===== src/hdl/ums_pkg.sv =====
// constants for the modem status, feature select and baud config block
// assumes an 8-bit register port with byte offsets as listed here
package ums_pkg;

    // register port, divisor, oversample and counter widths
    localparam int ADDR_W = 8;
    localparam int DATA_W = 8;
    localparam int DIV_W = 16;
    localparam int OVS_W = 4;
    localparam int CNT_W = 5;

    // register offsets
    localparam logic [7:0] OFS_DIV_LO = 8'h00;
    localparam logic [7:0] OFS_DIV_HI = 8'h01;
    localparam logic [7:0] OFS_OVS = 8'h02;
    localparam logic [7:0] OFS_LINE_FMT = 8'h03;
    localparam logic [7:0] OFS_MODEM_CTL = 8'h04;
    localparam logic [7:0] OFS_PEER_STAT = 8'h06;
    localparam logic [7:0] OFS_FEATURE = 8'h07;
    localparam logic [7:0] OFS_RX_COUNT = 8'h15;
    localparam logic [7:0] OFS_TX_OVS = 8'h16;

    // reset values
    localparam logic [7:0] RST_BYTE = 8'h00;
    localparam logic [3:0] RST_NIBBLE = 4'h0;
    localparam logic [15:0] RST_WORD = 16'h0000;

    // line_format_reg field
    localparam int LF_DIV_ACCESS = 7;

    // modem control fields
    localparam int MC_DTR = 0;
    localparam int MC_RTS = 1;
    localparam int MC_OUT_A = 2;
    localparam int MC_OUT_B = 3;
    localparam int MC_LOOP = 4;
    localparam logic [7:0] MODEM_CTL_WMASK = 8'h1F;

    // peer_line_status fields
    localparam int PS_D_CTS = 0;
    localparam int PS_D_DSR = 1;
    localparam int PS_RI_RISE = 2;
    localparam int PS_D_DCD = 3;
    localparam int PS_CTS = 4;
    localparam int PS_DSR = 5;
    localparam int PS_RI = 6;
    localparam int PS_DCD = 7;

    // feature_select fields; bits 2 and 3 read as zero
    localparam int FS_FORCE_TX = 0;
    localparam int FS_AUTO_DSR = 1;
    localparam int FS_EXT_MODE = 5;
    localparam int FS_RX_SEL = 6;
    localparam int FS_TX_SEL = 7;
    localparam logic [7:0] FEATURE_WMASK = 8'hF3;

    // oversample_select field
    localparam logic [3:0] OVS_MAX_CODE = 4'hC;
    localparam logic [4:0] OVS_BASE = 5'h10;
    localparam logic [4:0] OVS_MIN = 5'h04;

endpackage


===== src/hdl/ums_baud_gen.sv =====
// baud generator: reference clock / divisor gives the sample tick,
// sample tick / oversample count gives the bit tick
// assumes divisor and code are stable register outputs
`timescale 1ns/1ps
module ums_baud_gen #(
    parameter int DIV_W = ums_pkg::DIV_W,
    parameter int OVS_W = ums_pkg::OVS_W
) (
    // clock and reset
    input wire logic clk,
    input wire logic rst,
    // configuration
    input wire logic [DIV_W-1:0] divisor,
    input wire logic [OVS_W-1:0] ovs_code,
    // ticks
    output logic sample_tick,
    output logic bit_tick
);

    // refuse widths the counters cannot serve, at elaboration
    if (DIV_W < 2 || OVS_W != ums_pkg::OVS_W)
    begin
        $error("ums_baud_gen: unsupported width");
    end

    logic [DIV_W-1:0] div_cnt_q, div_cnt_d;
    logic [ums_pkg::CNT_W-1:0] ovs_cnt_q, ovs_cnt_d;
    logic [ums_pkg::CNT_W-1:0] ovs_len;
    logic sample_tick_d, bit_tick_d;

    // reserved codes clamp to the shortest count so the bit tick never stops
    always_comb
    begin
        if (ovs_code > ums_pkg::OVS_MAX_CODE)
            ovs_len = ums_pkg::OVS_MIN;
        else
            ovs_len = ums_pkg::OVS_BASE - {1'b0, ovs_code};
    end

    // divide by divisor, then by the oversample count
    always_comb
    begin
        div_cnt_d = div_cnt_q;
        ovs_cnt_d = ovs_cnt_q;
        sample_tick_d = 1'b0;
        bit_tick_d = 1'b0;
        if (divisor == '0)
        begin
            // zero divisor: generator parked, no ticks at all
            div_cnt_d = '0;
            ovs_cnt_d = '0;
        end
        else if (div_cnt_q >= divisor - 1'b1)
        begin
            div_cnt_d = '0;
            sample_tick_d = 1'b1;
            if (ovs_cnt_q >= ovs_len - 1'b1)
            begin
                ovs_cnt_d = '0;
                bit_tick_d = 1'b1;
            end
            else
                ovs_cnt_d = ovs_cnt_q + 1'b1;
        end
        else
            div_cnt_d = div_cnt_q + 1'b1;
    end

    // counter and tick registers
    always_ff @(posedge clk or posedge rst)
    begin
        if (rst)
        begin
            div_cnt_q <= '0;
            ovs_cnt_q <= '0;
            sample_tick <= 1'b0;
            bit_tick <= 1'b0;
        end
        else
        begin
            div_cnt_q <= div_cnt_d;
            ovs_cnt_q <= ovs_cnt_d;
            sample_tick <= sample_tick_d;
            bit_tick <= bit_tick_d;
        end
    end

endmodule


===== src/hdl/ums_top.sv =====
// modem status capture, feature select, divisor latches and oversample
// select for one uart channel, behind an 8-bit strobe register port
// assumes modem inputs and counter inputs are synchronous to CLK
//
// Functional notes
// - status bit 0 sets on any change of the clear-to-send input
// - status bit 1 sets on any change of the data-set-ready input
// - status bit 2 sets only on a rising edge of ring indicator
// - status bit 3 sets on any change of the carrier detect input
// - reading the status register clears its four change bits
// - status bits 4 and 5 show clear-to-send and set-ready levels
// - status bits 6 and 7 show ring and carrier levels
// - feature bit 0 forces the transmitter to send regardless of flow
// - feature bit 1 enables set-ready / terminal-ready automatic flow control
// - feature bit 5 selects extended compatibility mode
// - feature bit 6 picks line-status counter or receive fill at 15h
// - feature bit 7 picks transmit fill or oversample register at 16h
// - with divisor access set, offset 00h is the divisor low byte
// - with divisor access set, offset 01h is the divisor high byte
// - with divisor access set, offset 02h is oversample, top nibble zero
// - oversample count is sixteen minus code, four at code 1100b and above
// - loopback routes general output a to ring, b to carrier
`timescale 1ns/1ps
module ums_top (
    // clock and reset
    input wire logic CLK,
    input wire logic SYS_RST,
    // register port
    input wire logic [ums_pkg::ADDR_W-1:0] REG_ADDR,
    input wire logic REG_WR,
    input wire logic REG_RD,
    input wire logic [ums_pkg::DATA_W-1:0] REG_WDATA,
    output logic [ums_pkg::DATA_W-1:0] REG_RDATA,
    // modem lines from the peer
    input wire logic CTS,
    input wire logic DSR,
    input wire logic RI,
    input wire logic DCD,
    // modem lines to the peer
    output logic RTS,
    output logic DTR,
    // counters and the near-full flag from the data path
    input wire logic [ums_pkg::DATA_W-1:0] RX_FILL_COUNT,
    input wire logic [ums_pkg::DATA_W-1:0] LINE_STATE_COUNT,
    input wire logic [ums_pkg::DATA_W-1:0] TX_FILL_COUNT,
    input wire logic RX_NEAR_FULL,
    // controls to the data path
    output logic FORCE_TX,
    output logic TX_PERMIT,
    output logic EXT_MODE,
    output logic LOOPBACK,
    output logic DIV_ACCESS,
    // baud ticks
    output logic SAMPLE_TICK,
    output logic BIT_TICK
);

    // configuration registers
    logic [7:0] div_lo_q, div_lo_d;
    logic [7:0] div_hi_q, div_hi_d;
    logic [3:0] ovs_q, ovs_d;
    logic [7:0] line_fmt_q, line_fmt_d;
    logic [7:0] modem_ctl_q, modem_ctl_d;
    logic [7:0] feature_q, feature_d;

    // status capture state
    logic [3:0] lvl_q, lvl_d;
    logic [3:0] delta_q, delta_d;
    logic primed_q, primed_d;
    logic [7:0] rdata_q, rdata_d;

    // decoded accesses and effective line levels
    logic div_sel;
    logic loop_on;
    logic cts_eff, dsr_eff, ri_eff, dcd_eff;
    logic [3:0] lvl_now;
    logic [3:0] change;
    logic stat_rd;
    logic [7:0] stat_word;
    logic [7:0] rd_mux;

    // divisor access and loopback come straight from their registers
    assign div_sel = line_fmt_q[ums_pkg::LF_DIV_ACCESS];
    assign loop_on = modem_ctl_q[ums_pkg::MC_LOOP];

    // in loopback the peer lines are replaced by our own outputs
    always_comb
    begin
        if (loop_on)
        begin
            cts_eff = modem_ctl_q[ums_pkg::MC_RTS];
            dsr_eff = modem_ctl_q[ums_pkg::MC_DTR];
            ri_eff = modem_ctl_q[ums_pkg::MC_OUT_A];
            dcd_eff = modem_ctl_q[ums_pkg::MC_OUT_B];
        end
        else
        begin
            cts_eff = CTS;
            dsr_eff = DSR;
            ri_eff = RI;
            dcd_eff = DCD;
        end
    end

    // current levels, ordered as the low nibble of the change bits
    assign lvl_now = {dcd_eff, ri_eff, dsr_eff, cts_eff};

    // change detection; ring counts only its 0 to 1 edge
    always_comb
    begin
        change = '0;
        if (primed_q)
        begin
            change[ums_pkg::PS_D_CTS] = lvl_now[0] ^ lvl_q[0];
            change[ums_pkg::PS_D_DSR] = lvl_now[1] ^ lvl_q[1];
            change[ums_pkg::PS_RI_RISE] = lvl_now[2] & ~lvl_q[2];
            change[ums_pkg::PS_D_DCD] = lvl_now[3] ^ lvl_q[3];
        end
    end

    // a read of the status register is a clearing read
    assign stat_rd = REG_RD && (REG_ADDR == ums_pkg::OFS_PEER_STAT);

    // sticky change bits: set beats the read-clear in the same cycle
    always_comb
    begin
        lvl_d = lvl_now;
        primed_d = 1'b1;
        if (stat_rd)
            delta_d = change;
        else
            delta_d = delta_q | change;
    end

    // level history and change bits
    always_ff @(posedge CLK or posedge SYS_RST)
    begin
        if (SYS_RST)
        begin
            lvl_q <= ums_pkg::RST_NIBBLE;
            delta_q <= ums_pkg::RST_NIBBLE;
            primed_q <= 1'b0;
        end
        else
        begin
            lvl_q <= lvl_d;
            delta_q <= delta_d;
            primed_q <= primed_d;
        end
    end

    // status word: registered levels above, change bits below
    always_comb
    begin
        stat_word = '0;
        stat_word[ums_pkg::PS_D_CTS] = delta_q[ums_pkg::PS_D_CTS];
        stat_word[ums_pkg::PS_D_DSR] = delta_q[ums_pkg::PS_D_DSR];
        stat_word[ums_pkg::PS_RI_RISE] = delta_q[ums_pkg::PS_RI_RISE];
        stat_word[ums_pkg::PS_D_DCD] = delta_q[ums_pkg::PS_D_DCD];
        stat_word[ums_pkg::PS_CTS] = lvl_q[0];
        stat_word[ums_pkg::PS_DSR] = lvl_q[1];
        stat_word[ums_pkg::PS_RI] = lvl_q[2];
        stat_word[ums_pkg::PS_DCD] = lvl_q[3];
    end

    // register writes; offsets 00h-02h belong to other blocks unless
    // divisor access is set, so writes there are ignored here
    always_comb
    begin
        div_lo_d = div_lo_q;
        div_hi_d = div_hi_q;
        ovs_d = ovs_q;
        line_fmt_d = line_fmt_q;
        modem_ctl_d = modem_ctl_q;
        feature_d = feature_q;
        if (REG_WR)
        begin
            unique case (REG_ADDR)
                ums_pkg::OFS_DIV_LO:
                begin
                    if (div_sel)
                        div_lo_d = REG_WDATA;
                end
                ums_pkg::OFS_DIV_HI:
                begin
                    if (div_sel)
                        div_hi_d = REG_WDATA;
                end
                ums_pkg::OFS_OVS:
                begin
                    if (div_sel)
                        ovs_d = REG_WDATA[ums_pkg::OVS_W-1:0];
                end
                ums_pkg::OFS_LINE_FMT:
                    line_fmt_d = REG_WDATA;
                ums_pkg::OFS_MODEM_CTL:
                    modem_ctl_d = REG_WDATA & ums_pkg::MODEM_CTL_WMASK;
                ums_pkg::OFS_FEATURE:
                    feature_d = REG_WDATA & ums_pkg::FEATURE_WMASK;
                ums_pkg::OFS_TX_OVS:
                begin
                    // fill count view is read only
                    if (!feature_q[ums_pkg::FS_TX_SEL])
                        ovs_d = REG_WDATA[ums_pkg::OVS_W-1:0];
                end
                default:
                    ;
            endcase
        end
    end

    // configuration register bank
    always_ff @(posedge CLK or posedge SYS_RST)
    begin
        if (SYS_RST)
        begin
            div_lo_q <= ums_pkg::RST_BYTE;
            div_hi_q <= ums_pkg::RST_BYTE;
            ovs_q <= ums_pkg::RST_NIBBLE;
            line_fmt_q <= ums_pkg::RST_BYTE;
            modem_ctl_q <= ums_pkg::RST_BYTE;
            feature_q <= ums_pkg::RST_BYTE;
        end
        else
        begin
            div_lo_q <= div_lo_d;
            div_hi_q <= div_hi_d;
            ovs_q <= ovs_d;
            line_fmt_q <= line_fmt_d;
            modem_ctl_q <= modem_ctl_d;
            feature_q <= feature_d;
        end
    end

    // read mux; unmapped offsets and hidden views read as zero
    always_comb
    begin
        rd_mux = '0;
        unique case (REG_ADDR)
            ums_pkg::OFS_DIV_LO:
            begin
                if (div_sel)
                    rd_mux = div_lo_q;
            end
            ums_pkg::OFS_DIV_HI:
            begin
                if (div_sel)
                    rd_mux = div_hi_q;
            end
            ums_pkg::OFS_OVS:
            begin
                if (div_sel)
                    rd_mux = {4'h0, ovs_q};
            end
            ums_pkg::OFS_LINE_FMT:
                rd_mux = line_fmt_q;
            ums_pkg::OFS_MODEM_CTL:
                rd_mux = modem_ctl_q;
            ums_pkg::OFS_PEER_STAT:
                rd_mux = stat_word;
            ums_pkg::OFS_FEATURE:
                rd_mux = feature_q;
            ums_pkg::OFS_RX_COUNT:
            begin
                if (feature_q[ums_pkg::FS_RX_SEL])
                    rd_mux = LINE_STATE_COUNT;
                else
                    rd_mux = RX_FILL_COUNT;
            end
            ums_pkg::OFS_TX_OVS:
            begin
                if (feature_q[ums_pkg::FS_TX_SEL])
                    rd_mux = TX_FILL_COUNT;
                else
                    rd_mux = {4'h0, ovs_q};
            end
            default:
                rd_mux = '0;
        endcase
    end

    // read data is captured on the strobe and held until the next read
    always_comb
    begin
        rdata_d = rdata_q;
        if (REG_RD)
            rdata_d = rd_mux;
    end

    // read data register
    always_ff @(posedge CLK or posedge SYS_RST)
    begin
        if (SYS_RST)
            rdata_q <= ums_pkg::RST_BYTE;
        else
            rdata_q <= rdata_d;
    end

    assign REG_RDATA = rdata_q;

    // feature, loopback and divisor access controls to the data path
    assign FORCE_TX = feature_q[ums_pkg::FS_FORCE_TX];
    assign EXT_MODE = feature_q[ums_pkg::FS_EXT_MODE];
    assign LOOPBACK = loop_on;
    assign DIV_ACCESS = div_sel;

    // forcing overrides the set-ready gate; without auto control the
    // transmitter is never held here
    assign TX_PERMIT = feature_q[ums_pkg::FS_FORCE_TX]
        | ~feature_q[ums_pkg::FS_AUTO_DSR]
        | lvl_q[1];

    // outputs to the peer are held low in loopback so the line is quiet
    always_comb
    begin
        RTS = 1'b0;
        DTR = 1'b0;
        if (!loop_on)
        begin
            RTS = modem_ctl_q[ums_pkg::MC_RTS];
            if (feature_q[ums_pkg::FS_AUTO_DSR])
                DTR = ~RX_NEAR_FULL;
            else
                DTR = modem_ctl_q[ums_pkg::MC_DTR];
        end
    end

    // baud generator on the divisor latches and oversample field
    ums_baud_gen #(
        .DIV_W(ums_pkg::DIV_W),
        .OVS_W(ums_pkg::OVS_W)
    ) u_baud (
        .clk(CLK),
        .rst(SYS_RST),
        .divisor({div_hi_q, div_lo_q}),
        .ovs_code(ovs_q),
        .sample_tick(SAMPLE_TICK),
        .bit_tick(BIT_TICK)
    );

endmodule


===== config.mk =====
export PLATFORM = sky130hd
export DESIGN_NAME = ums_top
export DESIGN_NICKNAME = d
export VERILOG_FILES = /design/src/hdl/ums_pkg.sv /design/src/hdl/ums_baud_gen.sv /design/src/hdl/ums_top.sv
export SDC_FILE = /design/constraint.sdc
export NUM_CORES = 1
export LEC_CHECK = 0
export BUFFER_PORTS_ARGS = -buffer_cell sky130_fd_sc_hd__buf_4
export CORE_MARGIN = 4
export CORE_UTILIZATION = 30
export CTS_BUF_LIST = sky130_fd_sc_hd__clkbuf_4
export CTS_CLUSTER_SIZE = 28
export DETAILED_ROUTE_END_ITERATION = 8
export PLACE_DENSITY = 0.58
export SLEW_MARGIN = 20
export SYNTH_ARGS = -nofsm -noshare
export SYNTH_HDL_FRONTEND = slang
export SYNTH_SLANG_ARGS = --single-unit

===== constraint.sdc =====
create_clock -name CLK -period 9.82 [get_ports CLK]
set_clock_uncertainty 0.2 [all_clocks]
set_input_delay 0.982 -clock CLK [delete_from_list [all_inputs] [get_ports CLK]]
set_output_delay 0.982 -clock CLK [all_outputs]
set_load 0.05 [all_outputs]

Word level (Yosys, flattened, before mapping)
Cells that the tools add are included.
Widths: inputs -> output; s select.
{"block": "totals", "reg_bits": 79, "in_bits": 49, "out_inout_bits": 17, "word_cells": 82}
{"block": "op_classes", "addsub": 5, "order_cmp": 3, "eq_ne": 10, "muxes": 29, "bitwise": 10, "reduce_logical": 11}
{"operator": "$pmux 8 s9", "n": 1}
{"operator": "$mux 16", "n": 2}
{"operator": "$mux 8", "n": 4}
{"operator": "$eq 8x3->1 const B", "n": 3}
{"operator": "$mux 4", "n": 5}
{"operator": "$mux 5", "n": 4}
{"operator": "$add 16x1->16 const B", "n": 1}
{"operator": "$eq 8x2->1 const B", "n": 2}
{"operator": "$eq 8x5->1 const B", "n": 2}
{"operator": "$ge 16x16->1", "n": 1}
{"operator": "$logic_not 16->1", "n": 1}
{"operator": "$sub 16x1->16 const B", "n": 1}
{"operator": "$mux 1", "n": 12}
{"operator": "$eq 8x1->1 const B", "n": 1}
{"operator": "$logic_not 8->1", "n": 1}
{"operator": "$pmux 4 s2", "n": 1}
{"operator": "$reduce_and 2->1", "n": 3}
{"operator": "$reduce_and 3->1", "n": 2}
{"operator": "$add 5x1->5 const B", "n": 1}
{"operator": "$ge 5x5->1", "n": 1}
{"operator": "$sub 5x1->5 const B", "n": 1}
{"operator": "$sub 5x4->5 const A", "n": 1}
{"operator": "$gt 4x4->1 const B", "n": 1}
{"operator": "$ne 2x2->1 const B", "n": 2}
{"operator": "other kinds (8)", "n": 14}

Longest topological paths before layout
Gate-level depths: netlist of the first run.
{"block": "logic_depth", "ltp_word": 7, "ltp_mapped": 13}

Modules after synthesis
Synthesis of the first run repeated with hierarchy kept, for this count alone.
{"block": "hier_totals", "cells_unflattened": 490, "hier_area_um2": 5012.3}
{"module": "ums_top", "n_inst": 1, "cells_per_inst": 272, "area_per_inst_um2": 3065.4, "seq_area_each_um2": 1401.3}
{"module": "ums_baud_gen", "n_inst": 1, "cells_per_inst": 218, "area_per_inst_um2": 1946.9, "seq_area_each_um2": 575.6}

Least setup slack after synthesis of the first run
OpenSTA, ideal clock, no wires.
{"block": "synth_path", "path_type": "flip-flop to flip-flop", "startpoint": "register div_lo_q[7]", "endpoint": "register u_baud.div_cnt_q[10]", "t_arrival_ns": 3.096, "required_ns": 9.534, "path_slack_ns": 6.438, "path_stages_with_launch": 12, "period_less_slack_ns": 3.382, "path_cell_list": "dfrtp_1 or4_4 or2_4 or3_1 xor2_1 ha_1 a21o_1 a21o_1 a22oi_1 nand2_2 buf_2 nor3_1"}
{"block": "synth_between", "elab_chain_len": 4, "elab_cells_between_ends": 5, "cone_classes": "1 x add/sub; 1 x order compare; 2 x mux; 1 x reduce/logical"}
{"item": "start: declaration", "line_no": "ums_top.sv:59", "source": "logic [7:0] div_lo_q, div_lo_d;"}
{"item": "start signal: assignment", "line_no": "ums_top.sv:217", "source": "div_lo_q <= ums_pkg::RST_BYTE;"}
{"item": "start signal: assignment", "line_no": "ums_top.sv:226", "source": "div_lo_q <= div_lo_d;"}
{"item": "$sub 16x1->16", "line_no": "ums_baud_gen.sv:53", "source": "else if (div_cnt_q >= divisor - 1'b1)"}
{"item": "$ge 16x16->1", "line_no": "ums_baud_gen.sv:53"}
{"item": "$mux 16", "line_no": "ums_baud_gen.sv:53"}
{"item": "$mux 16 *", "line_no": "ums_baud_gen.sv:47", "source": "if (divisor == '0)"}
{"item": "named net u_baud.div_cnt_d[10]", "line_no": "ums_baud_gen.sv:26", "source": "logic [DIV_W-1:0] div_cnt_q, div_cnt_d;"}
{"item": "end signal: assignment", "line_no": "ums_baud_gen.sv:81", "source": "div_cnt_q <= div_cnt_d;"}
{"item": "end: declaration", "line_no": "ums_baud_gen.sv:26"}
The timed path passes the listed nets; every way through them passes the cells marked *.
A chain may end at the register's enable or synchronous reset.

Final worst setup path of the first run
{"block": "layout_path", "startpoint": "register div_lo_q[7]", "endpoint": "register u_baud.div_cnt_q[1]"}
The elaborated chain is that of the path after synthesis.

==> run metrics, run 1 <==
Die Y 135 um; first-pass GRT wire length 21.1 mm; asr flop ratio synth 100%; clk root buf clkbuf_4; Starting Density 30.6%; P&R area growth vs syn 17.5%; Comb pwr share 12.2%; Netlist cell types 62; area leader, netlist dfrtp_1; top-count cell post-synth dfrtp_1; Worst Reg2Reg Path Length in Cells 10; sequential fraction of the synthesis area 40.7%; Final Setup Violations 0; Final min period 3740 ps; Die X 135 um; Pre-antenna DRT Iters 7; htree depth 3; Worst path max stage delay 600 ps; status finished, final reports clean; Worst setup SP type flip-flop; Min-Delay Path Class reg2reg; Commonest cells post-synth 79 x dfrtp_1, 53 x mux2_2, 28 x nor3_1, 27 x ha_1, 23 x nand2_1; Worst Setup EP u_baud.div_cnt_q[1]; top area cells in the synthesized netlist dfrtp_1 41%, mux2_2 12%, ha_1 7.0%, mux2i_1 3.3%, nor3_1 2.9%; syn_area_per_cell 10.6 um2; Final Util 35.9%; Crit Path Max Fanout 6; share of layout cells above drive strength 1 28.3%; Crit path required time 9990 ps; Lkg Pwr 2.61 nW; CTS resizes 0; Sw Share 28.0%; CP Data Arrival Time 3910 ps; Die ar. 18,300 um2; Synth warnings 0; fin crit share 38.1%; max_cap viols 0; f_max 0.268 GHz; CORE AREA 15,900 um2; R2R setup slack 6080 ps; Fillers 1,656; critical path depth in cells 10; Vias/cell 5.32; Sw Pwr 174 uW; Post-DP Area 5560 um2; clock-pin transition on the worst setup and hold timing paths 140 ps; Rel. slew slack 47.6%; crit path launch div_lo_q[7]; synthesized area 4860 um2; kind of cell adding the most delay to the critical path simple AND/OR/NAND/NOR gates; Reg-to-Reg Start div_lo_q[7]; Synth top area share 40.7%; CTS tree built; CTS Buffer Depth 2; CTS Hold Buffers Added 0; endpoints failing hold 0; gr usage total 14.7%; TNS Setup 0 ps; Crit. End Element flip-flop; Slew @ Worst Pin 782 ps; Final WS setup 6080 ps; Internal 447 uW; GP Congestion 0.867; critical path's slowest cell or4_4; CTS sink count 79; drt wl/cell 17.4 um; Post-CTS Repair Setup Buffers 0; largest net degree at the start of global routing 80; pre-CTS WS 6150 ps; clock power share 33.1%; DRC 0; port buffer count 65; Post-Synthesis Cells 459; Slew Limit Fails 0; total wire length 12.9 mm; initial detailed-routing violation count 387; Ports 66; RSZ-0062 raised after global routing false; clock latency on the worst-skew pair 480 ps; grt ovf 0; antenna violations before repair 0; Worst VDD drop 0.0740 mV; worst path bufs/invs 0; Vias 3,956; smallest hold slack 311 ps; CTS buffer count 9; Crit Reg-Reg Endpoint u_baud.div_cnt_q[1]; Post-synth top flop dfrtp_1; vias in the first global route 4,077; CP cell instances or4_4 > or2_4 > or3_1 > xor2_1 > ha_1 > nand4_1 > nor4_1 > a221o_1 > nor2_1 > and3_1; design area 5710 um2; P per Cell Area 109 nW/um2; post-DP HPWL 9.78 mm; Crit Path Class reg2reg; number of enable flip-flop cells after synthesis 0; NumNets Final 598; syn_nets 535; Row Count 46; Seq pwr share 54.7%; ANT cells 0; Final ANT Viol Nets 0; flop and latch count out of synthesis 79
==> per-stage QoR <==
stage / cells / power [mW]
2_1_floorplan: 459 / 0.388
3_3_place_gp: 727 / 0.421
3_5_place_dp: 727 / 0.422
4_1_cts: 743 / 0.627
5_1_grt: 743 / 0.648
6_report: 743 / 0.621
==> cells by family (layout without fill, tap and decap cells) <==
kind of cell / Yosys count / in the layout / synth area share, %
adders and majority gates: 27 / 27 / 6.96
other: 1 / 1 / 0.0772
DFF: 79 / 79 / 40.7
and+or+nand+nor: 139 / 139 / 15.8
xor gates and xnor gates: 32 / 32 / 5.77
buffers and inverters: 28 / 96 / 2.47
AOI/OAI and AO/OA: 84 / 84 / 12.6
muxes: 69 / 69 / 15.6
==> worst min-delay path by stage <==
stage | from | to | cells after the start
3_5_place_dp | REG_RDATA[0] | REG_RDATA[0] | 1
3_3_place_gp | REG_RDATA[0] | REG_RDATA[0] | 1
5_1_grt | REG_RDATA[3] | REG_RDATA[3] | 1
2_1_floorplan | delta_q[2] | delta_q[2] | 1
6_report | REG_RDATA[1] | REG_RDATA[1] | 1
4_1_cts | REG_RDATA[1] | REG_RDATA[1] | 1
==> layer usage <==
metal | track usage (%) | routed length (um) | up-vias
li1 | - | - | 1849
met1 | 18.8 | 5630 | 1957
met2 | 24.0 | 6200 | 128
met3 | 4.31 | 836 | 22
met4 | 4.48 | 229 | 0
met5 | 0 | 0 | -
==> cell type report <==
cell class	instances	area (um2)	share of cell area, %
Multi-Input combinational cell	352	2760	48.4
Sequential cell	79	1980	34.6
Timing Repair Buffer	67	507	8.88
Tap cell	216	270	4.73
Clock buffer	10	75.1	1.32
Clock inverter	6	68.8	1.21
Inverter	13	50.0	0.877
==> power groups by stage <==
stage	sequential (mW)	clock, mW	combinational [mW]
floorplan	0.344	0	0.0442
global placement	0.346	0	0.0747
detailed placement	0.346	0	0.0761
CTS	0.340	0.210	0.0765
global route	0.341	0.223	0.0841
finish	0.340	0.205	0.0757
==> flip-flops by register name (all words and copies together) (netlist names), 4 cells and up <==
name,flops
lvl_q,4
feature_q,6
REG_RDATA,8
delta_q,4
div_lo_q,8
line_fmt_q,8
div_hi_q,8
u_baud.ovs_cnt_q,5
ovs_q,4
u_baud.div_cnt_q,16
modem_ctl_q,5
==> cells in the final DEF (no fill, tap or decap), types with 3 or more instances in the layout <==
cell and instances:
a21oi_1 10, nor2_1 20, o32ai_1 3, nand3b_1 3, o22ai_1 5, a32oi_1 3, a211oi_1 3, nand4_1 5
o2bb2ai_1 9, nand3_1 20, or3_1 3, o211ai_1 4, ha_1 27, a2bb2oi_1 3, nor4_1 4, xnor2_1 16
a22oi_1 6, inv_1 11, dfrtp_1 79, mux2i_1 16, nor3_1 28, nand2_1 23, and3_1 6, clkbuf_4 10
nor2b_1 5, a22o_1 4, a21o_1 3, buf_4 66, o21ai_0 15, mux2_2 53, xor2_1 16
No activity file was read; power rests on OpenSTA's default activity.
==> run 2: changes to the inputs <==
==> constraint.sdc (replaced) <==
create_clock -name CLK -period 3.68 [get_ports CLK]
set_clock_uncertainty 0.2 [all_clocks]
set_input_delay 0.368 -clock CLK [delete_from_list [all_inputs] [get_ports CLK]]
set_output_delay 0.368 -clock CLK [all_outputs]
set_load 0.05 [all_outputs]
==> run 2 against run 1 <==
Against the previous run:
- cell count grew 2.3%
- sequential cell count is the same
- fmax up 6.5%
- clock power grew to 2.6 times the previous value
- core utilization up 1.0 points
- wire length is 2.3% higher
- critical path type unchanged
==> run metrics, run 2 (synthesis results as in run 1) <==
Crit Path Class reg2reg; Slew Limit Fails 0; drt wl/cell 17.4 um; Row Count 46; CTS buffer count 9; DRC 0; M2 GR Usage 23.4%; status finished, final reports clean; Worst VDD drop 0.188 mV; total wire length 13.2 mm; GR peak layer met2; Reg-to-Reg Start div_lo_q[7]; max_cap viols 0; Slew @ Worst Pin 769 ps; antenna violations before repair 0; CORE AREA 15,900 um2; Die X 135 um; Rel. slew slack 48.6%; ANT cells 0; Pre-antenna DRT Iters 7; vias in the first global route 4,079; largest net degree at the start of global routing 32; f_max 0.285 GHz; Die Y 135 um; Vias 4,031; Final Setup Violations 0; Crit path required time 3810 ps; most common cell after layout, fill and taps aside dfrtp_1; Crit Path Max Fanout 5; endpoints failing hold 0; Min-Delay Path Class in2reg; CTS sink count 79; GR Layer Usage met1 20.3%; Ports 66; grt ovf 0; routing usage on met3 3.53%; GP Congestion 0.898; Starting Density 30.6%; Final min period 3510 ps; post-DP HPWL 9.98 mm; hold_sp REG_WDATA[1]; Die ar. 18,300 um2; initial detailed-routing violation count 347; Reg with most FFs u_baud.div_cnt_q; clock latency on the worst-skew pair 460 ps; Final Total Pwr 1.66 mW; Final ANT Viol Nets 0; Lkg Pwr 2.69 nW; most frequent cells in the layout 79 x dfrtp_1, 74 x buf_4, 53 x mux2_2; P per Cell Area 282 nW/um2; CTS tree built; Largest register FFs 16; CTS Buffer Depth 2; share of layout cells above drive strength 1 28.9%; fin crit share 95.4%; Worst setup SP type flip-flop; crit path launch div_lo_q[7]; Vias/cell 5.30; Fillers 1,630; CP Data Arrival Time 3640 ps; port buffer count 65; Crit. End Element flip-flop; htree depth 3; P&R area growth vs syn 20.9%; TNS Setup 0 ps; gr usage total 14.9%; clock-pin transition on the worst setup and hold timing paths 150 ps; clk root buf clkbuf_4; NumNets Final 616; first-pass GRT wire length 21.6 mm
==> run 2: cell types whose count changed in the layout (fill, tap and decap cells not counted), sizes merged <==
cell         change
buf              +7
clkinv           -2
clkinvlp         +1
dlygate4sd3     +11
==> run 2: final cells by class <==
class,instances,area (um2),share of cell area (%)
tap,216,270,4.60
inverter,13,50.0,0.852
multi-input combinational,352,2780,47.3
clock buffer,10,75.1,1.28
timing repair buffer,85,666,11.3
clock inverter,5,58.8,1.00
sequential,79,1980,33.7
==> run 2: worst paths after layout <==
path,end,slack [ps],cells after the start
max,u_baud.ovs_cnt_q[4],170,11
min,div_lo_q[1],30,2
max reg2reg,u_baud.ovs_cnt_q[4],170,11
min reg2reg,REG_RDATA[1],310,1
max in group asynchronous,ovs_q[3],2280,4
min in group asynchronous,delta_q[0],230,3
==> run 2: timing repair <==
| item | CTS | global route |
|---|---|---|
| buffers inserted | 1 | 1 |
| gates resized for setup | 0 | 3 |
| setup endpoints to repair | 1 | 23 |
| hold buffers | 11 | 0 |
| pin swaps | 1 | 0 |
| endpoints found under the hold margin | 47 | 0 |
==> run 2: critical path, cell delays in order (launching register included) <==
cell and delay [ps]:
dfrtp_1 410, or4_4 580, or2_4 280, or3_1 320, xor2_1 150, ha_1 290
nand4_1 180, nor4_4 360, a221oi_2 130, buf_4 180, a22oi_1 200, o21ai_1 90
==> run 2: report_power, final <==
group | internal, mW | leakage, nW | switching, mW
clock network | 0.212 | 0.0689 | 0.325
registers | 0.884 | 1.07 | 0.0231
logic | 0.100 | 1.56 | 0.113
==> run 2: per-stage QoR <==
| step | utilization, % | setup slack, ps | instances | hold slack, ps | area (um2) |
|---|---|---|---|---|---|
| 6_report | 37.0 | 171 | 760 | 29.8 | 5870 |
| 5_1_grt | 37.0 | -15.4 | 760 | 1.20 | 5870 |
| 4_1_cts | 36.8 | 1.11 | 759 | 2.77 | 5850 |
| 3_5_place_dp | 35.2 | 72.9 | 732 | 187 | 5600 |
| 3_3_place_gp | 35.2 | 185 | 732 | 185 | 5600 |
| 2_1_floorplan | - | 298 | 459 | 266 | 4860 |
==> run 2: metal layers <==
layer | share of wire (%) | vias up
li1 | - | 1881
met1 | 44 | 1976
met2 | 48 | 147
met3 | 5.8 | 27
met4 | 1.8 | 0
met5 | 0 | -
